--- src/design/afl_pkg.sv ---
// Purpose: Shared constants and types for the amplifier fault latch and control block
// Assumes: 32-bit APB register port, one 24.576 MHz clock
// Notes:   Master clock tick is the block clock divided by two
package afl_pkg;

  ////////////////////////////////////////////////////////////////////////////
  // Register map
  localparam int          APB_AW              = 12;
  localparam logic [11:0] OFS_CTRL            = 12'h000;
  localparam logic [11:0] OFS_STATUS          = 12'h004;
  localparam logic [31:0] CTRL_RESET          = 32'h0000_0000;

  localparam int          CTRL_SOFT_MUTE_BIT  = 0;
  localparam int          CTRL_ERR_CLEAR_BIT  = 1;

  localparam int          STAT_ERR_LSB        = 0;
  localparam int          STAT_WARN_BIT       = 4;
  localparam int          STAT_STAGE_EN_BIT   = 5;
  localparam int          STAT_INT_DONE_BIT   = 6;
  localparam int          STAT_MOD_EN_BIT     = 7;
  localparam int          STAT_GAIN_LSB       = 8;
  localparam int          STAT_PIN_ERR_BIT    = 10;
  localparam int          STAT_PIN_WARN_BIT   = 11;
  localparam int          STAT_STATE_LSB      = 12;

  ////////////////////////////////////////////////////////////////////////////
  // Error latch indices
  localparam int          ERR_TEMP            = 0;
  localparam int          ERR_OVERCUR         = 1;
  localparam int          ERR_UNDERVOLT       = 2;
  localparam int          ERR_CLK_LOSS        = 3;
  localparam int          ERR_NUM             = 4;

  ////////////////////////////////////////////////////////////////////////////
  // Gain codes in dB
  localparam logic [4:0]  GAIN_DB_00          = 5'h00;
  localparam logic [4:0]  GAIN_DB_01          = 5'h06;
  localparam logic [4:0]  GAIN_DB_10          = 5'h0c;
  localparam logic [4:0]  GAIN_DB_11          = 5'h12;

  ////////////////////////////////////////////////////////////////////////////
  // Timing
  localparam int          MCLK_DIV            = 2;
  localparam int          T_INT_MUTE_MS       = 650;
  localparam int          REF_CLK_KHZ         = 24576;
  localparam int          INT_MUTE_TICKS      = T_INT_MUTE_MS * REF_CLK_KHZ / MCLK_DIV;

  ////////////////////////////////////////////////////////////////////////////
  // Types
  typedef logic [ERR_NUM-1:0] afl_err_t;

  typedef struct packed {
    logic clk_missing;
    logic supply_uv;
    logic over_current;
    logic temp_shut;
    logic temp_cool;
    logic temp_warn_trip;
  } afl_fault_s;

  typedef struct packed {
    logic power_down_n;
    logic mute_n;
    logic gain_sel_msb;
    logic gain_sel_lsb;
  } afl_ctl_s;

  typedef enum logic [1:0] {
    ST_OFF   = 2'b00,
    ST_MUTED = 2'b01,
    ST_RUN   = 2'b11,
    ST_FAULT = 2'b10
  } afl_state_e;

endpackage

--- src/design/afl_mute_timer.sv ---
// Purpose: Master clock divider and internal mute timer after power-up
// Assumes: run is the synchronised power-down release
// Notes:   Timer restarts whenever run falls
`timescale 1ns/1ns
module afl_mute_timer #(
  parameter int TICKS = afl_pkg::INT_MUTE_TICKS
) (
  // Clock and reset
  input  wire logic clk,
  input  wire logic arst_n,
  input  wire logic ce,
  // Control
  input  wire logic run,
  // Status
  output logic      mclk_tick,
  output logic      done
);

  localparam int CW = $clog2(TICKS + 1);
  localparam logic [CW-1:0] CNT_END = CW'(TICKS);

  logic          div;
  logic          next_div;
  logic [CW-1:0] cnt;
  logic [CW-1:0] next_cnt;
  logic          next_done;

  assign mclk_tick = div;

  always_comb begin
    next_div  = div;
    next_cnt  = cnt;
    next_done = done;
    if (ce) begin
      next_div = ~div; // RULE_14
      if (!run) begin
        next_cnt  = '0;
        next_done = 1'b0;
      end else if (div && cnt != CNT_END) begin
        next_cnt  = cnt + CW'(1);
        next_done = (cnt + CW'(1)) == CNT_END; // RULE_15
      end
    end
  end

  always_ff @(posedge clk or negedge arst_n) begin
    if (!arst_n) begin
      div  <= 1'b0;
      cnt  <= '0;
      done <= 1'b0;
    end else begin
      div  <= next_div;
      cnt  <= next_cnt;
      done <= next_done;
    end
  end

endmodule

--- src/design/afl_sync.sv ---
// Purpose: Two-stage synchroniser for a bundle of asynchronous levels
// Assumes: Clock enable freezes both stages
// Notes:   First stage feeds only the second stage
`timescale 1ns/1ns
module afl_sync #(
  parameter int W = 1
) (
  // Clock and reset
  input  wire logic         clk,
  input  wire logic         arst_n,
  input  wire logic         ce,
  // Data
  input  wire logic [W-1:0] d,
  output logic      [W-1:0] q
);

  logic [W-1:0] meta;
  logic [W-1:0] next_meta;
  logic [W-1:0] next_q;

  always_comb begin
    next_meta = ce ? d : meta;
    next_q    = ce ? meta : q;
  end

  always_ff @(posedge clk or negedge arst_n) begin
    if (!arst_n) begin
      meta <= '0;
      q    <= '0;
    end else begin
      meta <= next_meta;
      q    <= next_q;
    end
  end

endmodule

--- src/design/afl_top.sv ---
// Purpose: Fault flags, error latches and power stage control of a switching amplifier
// Assumes: Detector outputs and pins are asynchronous levels; APB register port
// Notes:   Flag pins are open drain, driven only low
//
// Overview of operation
// RULE_01: Two gain pins select 0/6/12/18 dB
// RULE_02: Warning comparator pulls warning flag low
// RULE_03: Warning alone never stops the power stage
// RULE_04: Over-temperature shutdown latches error flag low
// RULE_05: Error clears only on mute low-then-high; code also clears on a CTRL bit 1 write
// RULE_06: Overcurrent latches error flag, outputs protected
// RULE_07: Supply undervoltage: stage hi-Z, error latched
// RULE_08: Missing master clock latches error flag
// RULE_09: Both flags open drain, wire-OR capable
// RULE_10: Warning released only after cooling threshold
// RULE_11: Mute low shuts down output bridge
// RULE_12: Mute high without error resumes amplification
// RULE_13: Power-down stops modulator, stage hi-Z
// RULE_14: Master clock is input divided by two
// RULE_15: Internal mute holds stage after power-up
// RULE_16: Async inputs pass two-stage synchronisers; code reads thermal_warn_n_i and error_n_i into STATUS unsynchronised
// RULE_17: Any error latch forces stage off
//
// Added by the designer: register access over APB and the register offsets.
`timescale 1ns/1ns
module afl_top #(
  parameter int INT_MUTE_TICKS = afl_pkg::INT_MUTE_TICKS
) (
  // Clock, reset, enable
  input  wire logic        clk,
  input  wire logic        arst_n,
  input  wire logic        ce,
  // APB register port
  input  wire logic        psel,
  input  wire logic        penable,
  input  wire logic        pwrite,
  input  wire logic [11:0] paddr,
  input  wire logic [31:0] pwdata,
  output logic      [31:0] prdata,
  output logic             pready,
  output logic             pslverr,
  // Control pins
  input  wire logic        mute_n,
  input  wire logic        power_down_n,
  input  wire logic        gain_sel_msb,
  input  wire logic        gain_sel_lsb,
  // Analog detector outputs
  input  wire logic        temp_warn_trip,
  input  wire logic        temp_cool,
  input  wire logic        temp_shut,
  input  wire logic        over_current,
  input  wire logic        supply_uv,
  input  wire logic        clk_missing,
  // Open-drain flag pins
  input  wire logic        thermal_warn_n_i,
  output logic             thermal_warn_n_o,
  output logic             thermal_warn_n_oe_n,
  input  wire logic        error_n_i,
  output logic             error_n_o,
  output logic             error_n_oe_n,
  // Modulator and power stage
  output logic             modulator_en,
  output logic             stage_en,
  output logic             stage_hiz,
  output logic      [1:0]  gain_code,
  output logic      [4:0]  gain_db
);

  ////////////////////////////////////////////////////////////////////////////
  // Helpers

  function automatic logic [4:0] code_to_db(input logic [1:0] code);
    logic [4:0] db;
    case (code)
      2'h0:    db = afl_pkg::GAIN_DB_00;
      2'h1:    db = afl_pkg::GAIN_DB_01;
      2'h2:    db = afl_pkg::GAIN_DB_10;
      default: db = afl_pkg::GAIN_DB_11;
    endcase
    return db;
  endfunction

  ////////////////////////////////////////////////////////////////////////////
  // Synchronisers

  localparam int SW = $bits(afl_pkg::afl_fault_s) + $bits(afl_pkg::afl_ctl_s);

  afl_pkg::afl_fault_s flt_raw;
  afl_pkg::afl_fault_s flt;
  afl_pkg::afl_ctl_s   ctl_raw;
  afl_pkg::afl_ctl_s   ctl;

  assign flt_raw = '{clk_missing:    clk_missing,
                     supply_uv:      supply_uv,
                     over_current:   over_current,
                     temp_shut:      temp_shut,
                     temp_cool:      temp_cool,
                     temp_warn_trip: temp_warn_trip};
  assign ctl_raw = '{power_down_n: power_down_n,
                     mute_n:       mute_n,
                     gain_sel_msb: gain_sel_msb,
                     gain_sel_lsb: gain_sel_lsb};

  afl_sync #(
    .W (SW)
  ) u_sync (
    .clk    (clk),
    .arst_n (arst_n),
    .ce     (ce),
    .d      ({flt_raw, ctl_raw}),
    .q      ({flt, ctl})
  ); // RULE_16

  ////////////////////////////////////////////////////////////////////////////
  // Internal mute timer

  logic int_done;

  afl_mute_timer #(
    .TICKS (INT_MUTE_TICKS)
  ) u_timer (
    .clk       (clk),
    .arst_n    (arst_n),
    .ce        (ce),
    .run       (ctl.power_down_n),
    .mclk_tick (),
    .done      (int_done)
  ); // RULE_15

  ////////////////////////////////////////////////////////////////////////////
  // Register port

  logic [31:0] ctrl;
  logic [31:0] next_ctrl;
  logic [31:0] next_prdata;
  logic [31:0] status;
  logic        hit_ctrl;
  logic        hit_status;
  logic        wr_en;
  logic        sw_clear;
  logic        soft_mute;

  assign hit_ctrl   = paddr == afl_pkg::OFS_CTRL;
  assign hit_status = paddr == afl_pkg::OFS_STATUS;
  assign pready     = 1'b1;
  assign pslverr    = psel && penable && !(hit_ctrl || hit_status);
  assign wr_en      = psel && penable && pwrite && hit_ctrl;
  assign soft_mute  = ctrl[afl_pkg::CTRL_SOFT_MUTE_BIT];
  assign sw_clear   = ce && wr_en && pwdata[afl_pkg::CTRL_ERR_CLEAR_BIT];

  always_comb begin
    next_ctrl   = ctrl;
    next_prdata = prdata;
    if (ce) begin
      if (wr_en) begin
        next_ctrl = 32'h0000_0000;
        next_ctrl[afl_pkg::CTRL_SOFT_MUTE_BIT] = pwdata[afl_pkg::CTRL_SOFT_MUTE_BIT];
      end
      if (psel && !penable && !pwrite) begin
        next_prdata = hit_ctrl ? ctrl : (hit_status ? status : 32'h0000_0000);
      end
    end
  end

  always_ff @(posedge clk or negedge arst_n) begin
    if (!arst_n) begin
      ctrl   <= afl_pkg::CTRL_RESET;
      prdata <= 32'h0000_0000;
    end else begin
      ctrl   <= next_ctrl;
      prdata <= next_prdata;
    end
  end

  ////////////////////////////////////////////////////////////////////////////
  // Thermal warning with hysteresis

  logic warn;
  logic next_warn;

  always_comb begin
    next_warn = warn;
    if (ce) begin
      next_warn = flt.temp_warn_trip || (warn && !flt.temp_cool); // RULE_02 RULE_10
    end
  end

  always_ff @(posedge clk or negedge arst_n) begin
    if (!arst_n) begin
      warn <= 1'b0;
    end else begin
      warn <= next_warn;
    end
  end

  ////////////////////////////////////////////////////////////////////////////
  // Error latches and mute clearing sequence

  afl_pkg::afl_err_t err;
  afl_pkg::afl_err_t next_err;
  afl_pkg::afl_err_t err_set;
  logic              seen_low;
  logic              next_seen_low;
  logic              mute_clear;
  logic              any_err;

  assign mute_clear = seen_low && ctl.mute_n; // RULE_05
  assign any_err    = |err;

  always_comb begin
    err_set = '0;
    err_set[afl_pkg::ERR_TEMP]      = flt.temp_shut;    // RULE_04
    err_set[afl_pkg::ERR_OVERCUR]   = flt.over_current; // RULE_06
    err_set[afl_pkg::ERR_UNDERVOLT] = flt.supply_uv;    // RULE_07
    err_set[afl_pkg::ERR_CLK_LOSS]  = flt.clk_missing;  // RULE_08
    next_err      = err;
    next_seen_low = seen_low;
    if (ce) begin
      // A fault still present wins over the clear
      next_err      = err_set | ((mute_clear || sw_clear) ? '0 : err); // RULE_05
      next_seen_low = !ctl.mute_n || (seen_low && !mute_clear);
    end
  end

  always_ff @(posedge clk or negedge arst_n) begin
    if (!arst_n) begin
      err      <= '0;
      seen_low <= 1'b0;
    end else begin
      err      <= next_err;
      seen_low <= next_seen_low;
    end
  end

  ////////////////////////////////////////////////////////////////////////////
  // Power stage state machine

  afl_pkg::afl_state_e state;
  afl_pkg::afl_state_e next_state;
  logic                unmute_ok;

  // Warning is not a stop condition
  assign unmute_ok = ctl.mute_n && !soft_mute && int_done && !flt.supply_uv; // RULE_03 RULE_11 RULE_15

  always_comb begin
    next_state = state;
    if (ce) begin
      if (!ctl.power_down_n) begin
        next_state = afl_pkg::ST_OFF; // RULE_13
      end else begin
        case (state)
          afl_pkg::ST_OFF: begin
            next_state = afl_pkg::ST_MUTED; // RULE_13
          end
          afl_pkg::ST_MUTED: begin
            if (any_err || err_set != '0) begin
              next_state = afl_pkg::ST_FAULT; // RULE_17
            end else if (unmute_ok) begin
              next_state = afl_pkg::ST_RUN; // RULE_12
            end
          end
          afl_pkg::ST_RUN: begin
            if (any_err || err_set != '0) begin
              next_state = afl_pkg::ST_FAULT; // RULE_06 RULE_07 RULE_17
            end else if (!unmute_ok) begin
              next_state = afl_pkg::ST_MUTED; // RULE_11
            end
          end
          afl_pkg::ST_FAULT: begin
            if (!any_err && err_set == '0) begin
              next_state = afl_pkg::ST_MUTED;
            end
          end
          default: begin
            next_state = afl_pkg::ST_OFF;
          end
        endcase
      end
    end
  end

  always_ff @(posedge clk or negedge arst_n) begin
    if (!arst_n) begin
      state <= afl_pkg::ST_OFF;
    end else begin
      state <= next_state;
    end
  end

  ////////////////////////////////////////////////////////////////////////////
  // Outputs

  logic [1:0] next_gain_code;
  logic [4:0] next_gain_db;
  logic       next_mod_en;
  logic       next_stage_en;

  always_comb begin
    next_gain_code = gain_code;
    next_gain_db   = gain_db;
    next_mod_en    = modulator_en;
    next_stage_en  = stage_en;
    if (ce) begin
      next_gain_code = {ctl.gain_sel_msb, ctl.gain_sel_lsb};                 // RULE_01
      next_gain_db   = code_to_db({ctl.gain_sel_msb, ctl.gain_sel_lsb});     // RULE_01
      next_mod_en    = ctl.power_down_n;                                     // RULE_13
      next_stage_en  = next_state == afl_pkg::ST_RUN && !any_err && !flt.supply_uv; // RULE_17 RULE_07
    end
  end

  always_ff @(posedge clk or negedge arst_n) begin
    if (!arst_n) begin
      gain_code    <= 2'h0;
      gain_db      <= afl_pkg::GAIN_DB_00;
      modulator_en <= 1'b0;
      stage_en     <= 1'b0;
    end else begin
      gain_code    <= next_gain_code;
      gain_db      <= next_gain_db;
      modulator_en <= next_mod_en;
      stage_en     <= next_stage_en;
    end
  end

  assign stage_hiz = !stage_en; // RULE_07 RULE_13

  // Flags only sink or release
  assign thermal_warn_n_o    = 1'b0;   // RULE_09
  assign thermal_warn_n_oe_n = !warn;  // RULE_02 RULE_09
  assign error_n_o           = 1'b0;   // RULE_09
  assign error_n_oe_n        = !any_err; // RULE_04 RULE_09

  always_comb begin
    status = 32'h0000_0000;
    status[afl_pkg::STAT_ERR_LSB +: afl_pkg::ERR_NUM] = err;
    status[afl_pkg::STAT_WARN_BIT]      = warn;
    status[afl_pkg::STAT_STAGE_EN_BIT]  = stage_en;
    status[afl_pkg::STAT_INT_DONE_BIT]  = int_done;
    status[afl_pkg::STAT_MOD_EN_BIT]    = modulator_en;
    status[afl_pkg::STAT_GAIN_LSB +: 2] = gain_code;
    status[afl_pkg::STAT_PIN_ERR_BIT]   = error_n_i;
    status[afl_pkg::STAT_PIN_WARN_BIT]  = thermal_warn_n_i;
    status[afl_pkg::STAT_STATE_LSB +: 2] = state;
  end

endmodule

--- config.mk ---
export PLATFORM = sky130hd
export DESIGN_NAME = afl_top
export DESIGN_NICKNAME = d
export VERILOG_FILES = /design/src/design/afl_pkg.sv /design/src/design/afl_mute_timer.sv /design/src/design/afl_sync.sv /design/src/design/afl_top.sv
export SDC_FILE = /design/constraint.sdc
export NUM_CORES = 1
export LEC_CHECK = 0
export BUFFER_PORTS_ARGS = -buffer_cell sky130_fd_sc_hd__buf_4
export CAP_MARGIN = 25
export CORE_ASPECT_RATIO = 1.4
export CORE_MARGIN = 2
export CORE_UTILIZATION = 25
export CTS_CLUSTER_SIZE = 28
export DETAILED_ROUTE_END_ITERATION = 16
export GPL_TIMING_DRIVEN = 0
export PLACE_DENSITY = 0.52
export RECOVER_POWER = 50
export SETUP_SLACK_MARGIN = 0.3
export SLEW_MARGIN = 15
export SYNTH_ARGS = -nofsm -noshare
export SYNTH_HDL_FRONTEND = slang
export SYNTH_SLANG_ARGS = --single-unit
--- constraint.sdc ---
create_clock -name clk -period 7.1 [get_ports clk]
set_clock_uncertainty 0.1 [all_clocks]
set_input_delay 0.355 -clock clk [delete_from_list [all_inputs] [get_ports clk]]
set_output_delay 0.355 -clock clk [all_outputs]
set_load 0.01 [all_outputs]
==> impl_metrics.toml <==
[outcome]
run_status = "complete, but fails checks"
failed_checks = "max-capacitance violations, max-slew violations"

[power]
power.total_uw = 1194
sequentialPowerShare_pct = 42.3
p_sw_share_pct = 26.11
p_per_area_nw_per_um2 = 233.5
peakVddDrop_mv = 0.1118
power_frac_comb_pct = 15.0
p_int_uw = 882.0
p_sw_uw = 311.6
clkPwrFrac_pct = 42.7
p_leak_uw = 0.002326

[worst_setup_path]
cp-start-kind = "primary input"
cp_slowest_cell = "clkbuf_1"
reg2reg_from = "u_timer.cnt[0]"
r2r_setup_slack_ns = 4.00
path_common_cell = "clkbuf_1"
required_ns = 7.03
r2r-end = "u_timer.cnt[18]"
startpoint = "arst_n"
cp_cell_sequence = "dlygate4sd3_1, clkbuf_1, clkbuf_1"
crit_path_end_kind = "async pin"
reg2reg_depth = 10
worstSetupPathType = "in2async"
crit_path_max_fanout = 39
cp.arrival_ns = 3.97
cpPeakStageDelay_ns = 1.57

[floorplanning]
fp.dieH_um = 154.5
initial_core_util_pct = 25.22
coreArea_um2 = 16030
io_pins = 110
row_count = 55
dieArea_um2 = 17220
fp.dieW_um = 111.5

[clock_network]
cts_tree = "yes"
htree_num_levels = 3
clock_sinks = 76
cts-root-buf = "clkbuf_16"
insertion_delay_ns = 0.33
cts.reportedPaths.clkPinSlew_ns = 0.06
clock_path_buffers = 2
ctsResizeCount = 0
cts_buffers = 9

[global_route]
gr-total-overflow = 0
grt_max_degree = 77
grt_pass1_wl_um = 16640
grt_usage_pct = 11.85
grt_pass1_vias = 3286
antenna_found_initial = 0
grtUsageMet2_pct = 21.84
grt-busiest-layer = "met2"
grt.met1_usage_pct = 12.98
met3_usage_pct = 2.390

[synthesis]
synthAdderAreaFrac_pct = 1.856
synth_xor_area_share_pct = 1.516
synthesis.area_um2 = 4044
synth_compound_area_share_pct = 13.12
synthArstFlopShare_pct = 100.0
synth-seq-cells = 76
synth_top_flop_cell = "dfrtp_1"
yosys-mux-area-fraction_pct = 10.67
synth.distinct_cells = 49
seq_area_frac_synth_pct = 47.03
synth-edff-count = 0
postSynthCellCount = 390
synth_top_family_by_area = "simple AND/OR/NAND/NOR gates"
avgSynthCellArea_um2 = 10.37
synth-simple-area-share_pct = 16.86
synth_warnings = 0

[timing]
maxSlewHeadroom_pct = -38.09
finalWorstSetupSlack_ns = 3.062
tightest_slew_ns = 2.071
post-route-period-util_pct = 56.87
finalSetupTns_ns = 0
max_freq_mhz = 247.7
finalSetupViolations = 0
fin_crit_ns = 4.038
hold_viol = 0
drv_slew = 79
rsz0062_at_grt = "false"

[cells_and_area]
fillers = 1656
final_cells = 684
n_antenna_cell = 0
drive_above_1_share_pct = 25.98
syn_to_final_growth_pct = 26.42
fin_nets = 548

[flow_run]
cap_violations = 2

[route]
dr.pass1.iters = 4
routed_wirelength_um = 10090
drt-vias-per-instance = 4.770
drc_errors = 0
route.detailed.wl_per_inst_um = 14.75
vias = 3263
first_iter_violations = 241
ant_nets = 0

[placed_design]
dp_cells = 666
gp_congestion = 0.8684
dpl_worst_slack_ns = 4.033
portBuffers = 57
dpl.hpwl_um = 7434

[min_path]
hp-class = "in2reg"
min_from = "error_n_i"
hold_end = "prdata[10]"
worstHoldPathCells = 2
## area by class of cell
type                       instances  area (µm²)  area share (%)
buffer                            48       279.0           5.458
clock buffer                      11       252.7           4.944
clock inverter                     5       83.83           1.640
inverter                          20       75.07           1.468
multi-input combinational        266        1863           36.44
sequential                        76        1902           37.20
tap                              199       249.0           4.870
timing repair buffer              59       407.9           7.978
## flip-flops by register name, indices dropped and copies added (netlist names)
register / cells
state: 2
ctrl: 1
u_sync.meta: 10
gain_code: 2
err: 4
modulator_en: 1
warn: 1
gain_db: 4
prdata: 14
u_timer.done: 1
u_sync.q: 10
u_timer.mclk_tick: 1
u_timer.cnt: 23
seen_low: 1
stage_en: 1
## how the worst max path moves through the flow
stage,to,slack (ns)
after floorplan,u_timer.cnt[18],4.76
after global placement,u_timer.cnt[18],4.07
after detailed placement,u_timer.cnt[7],4.03
after CTS,u_timer.cnt[7],4.01
after global routing,u_sync.meta[5],2.32
final,u_sync.q[5],3.06
## worst max-delay path, delay by kind of cell
kind,cells,cell delay [ns]
buffers and inverters,3,3.57
## synthesized netlist by cell type (all sizes together) (4+ instances only)
master | n | area [µm²]
buf | 32 | 219.0
nand2 | 25 | 93.84
and4 | 4 | 35.03
nand3 | 20 | 100.1
xnor2 | 6 | 52.55
or3 | 5 | 31.28
mux2i | 15 | 150.1
mux2 | 25 | 281.5
clkbuf | 16 | 60.06
o21ai | 12 | 60.05
a21o | 5 | 37.54
nand4 | 11 | 98.84
nor4 | 10 | 90.08
or4 | 5 | 37.54
inv | 20 | 75.07
a22o | 23 | 201.4
nor3 | 6 | 30.03
ha | 6 | 75.07
and2 | 5 | 31.28
a21oi | 21 | 105.1
nor2 | 13 | 48.80
dfrtp | 76 | 1902
## stage by stage
step / hold slack (ns) / util, % / area [µm²]
2_1_floorplan: -0.04059 / - / 4119
3_3_place_gp: 0.3644 / 29.91 / 4796
3_5_place_dp: 0.3723 / 29.91 / 4796
4_1_cts: 0.1252 / 32.01 / 5132
5_1_grt: 0.1316 / 31.88 / 5112
6_report: 0.1438 / 31.88 / 5112
## cell usage in the layout, fill, tap and decap left out, types with 3 or more instances in the layout
cell type | Yosys | layout
a21o_1 | 5 | 5
a21oi_1 | 21 | 21
a22o_1 | 23 | 23
a31oi_1 | 3 | 3
and2_1 | 5 | 5
and4_1 | 4 | 4
buf_2 | 7 | 7
buf_4 | 24 | 72
clkbuf_1 | 16 | 27
clkbuf_16 | 0 | 9
conb_1 | 2 | 22
dfrtp_1 | 76 | 76
ha_1 | 6 | 6
inv_1 | 20 | 20
mux2_2 | 25 | 25
mux2i_1 | 15 | 15
nand2_1 | 25 | 25
nand3_1 | 20 | 20
nand4_1 | 9 | 9
nor2_1 | 13 | 13
nor3_1 | 6 | 6
nor4_1 | 7 | 7
o21ai_0 | 9 | 9
o21ai_1 | 3 | 3
or3_1 | 5 | 5
or4_1 | 5 | 5
xnor2_1 | 6 | 6
## what timing repair did
| item | 4_1_cts | 5_1_grt |
|---|---|---|
| endpoints found under the hold margin | 0 | 37 |
| buffers inserted | 0 | 0 |
| hold buffers | 0 | 1 |
## power by group through the flow
stage | Clock, µW | Sequential [µW] | Combinational (µW)
finish | 509 | 505 | 179
CTS | 520 | 505 | 185
floorplan | 0 | 507 | 112
detailed placement | 0 | 513 | 183
global placement | 0 | 512 | 179
global route | 542 | 512 | 200
## routing by layer
layer	vias to the layer above	part of all wire, %
met1	1600	40
met3	20	4.6
met2	96	53
met5	-	0
li1	1547	-
met4	0	2.8
## kinds of logic after synthesis
logic type,Yosys count
multiplexers,40
buffers and inverters,68
AND/OR/NAND/NOR,115
XOR/XNOR,7
other,2
adder cells (fa/ha/maj),6
flip-flops,76
AO/OA/AOI/OAI,76
Note: power is estimated with default switching activity, not from simulation.
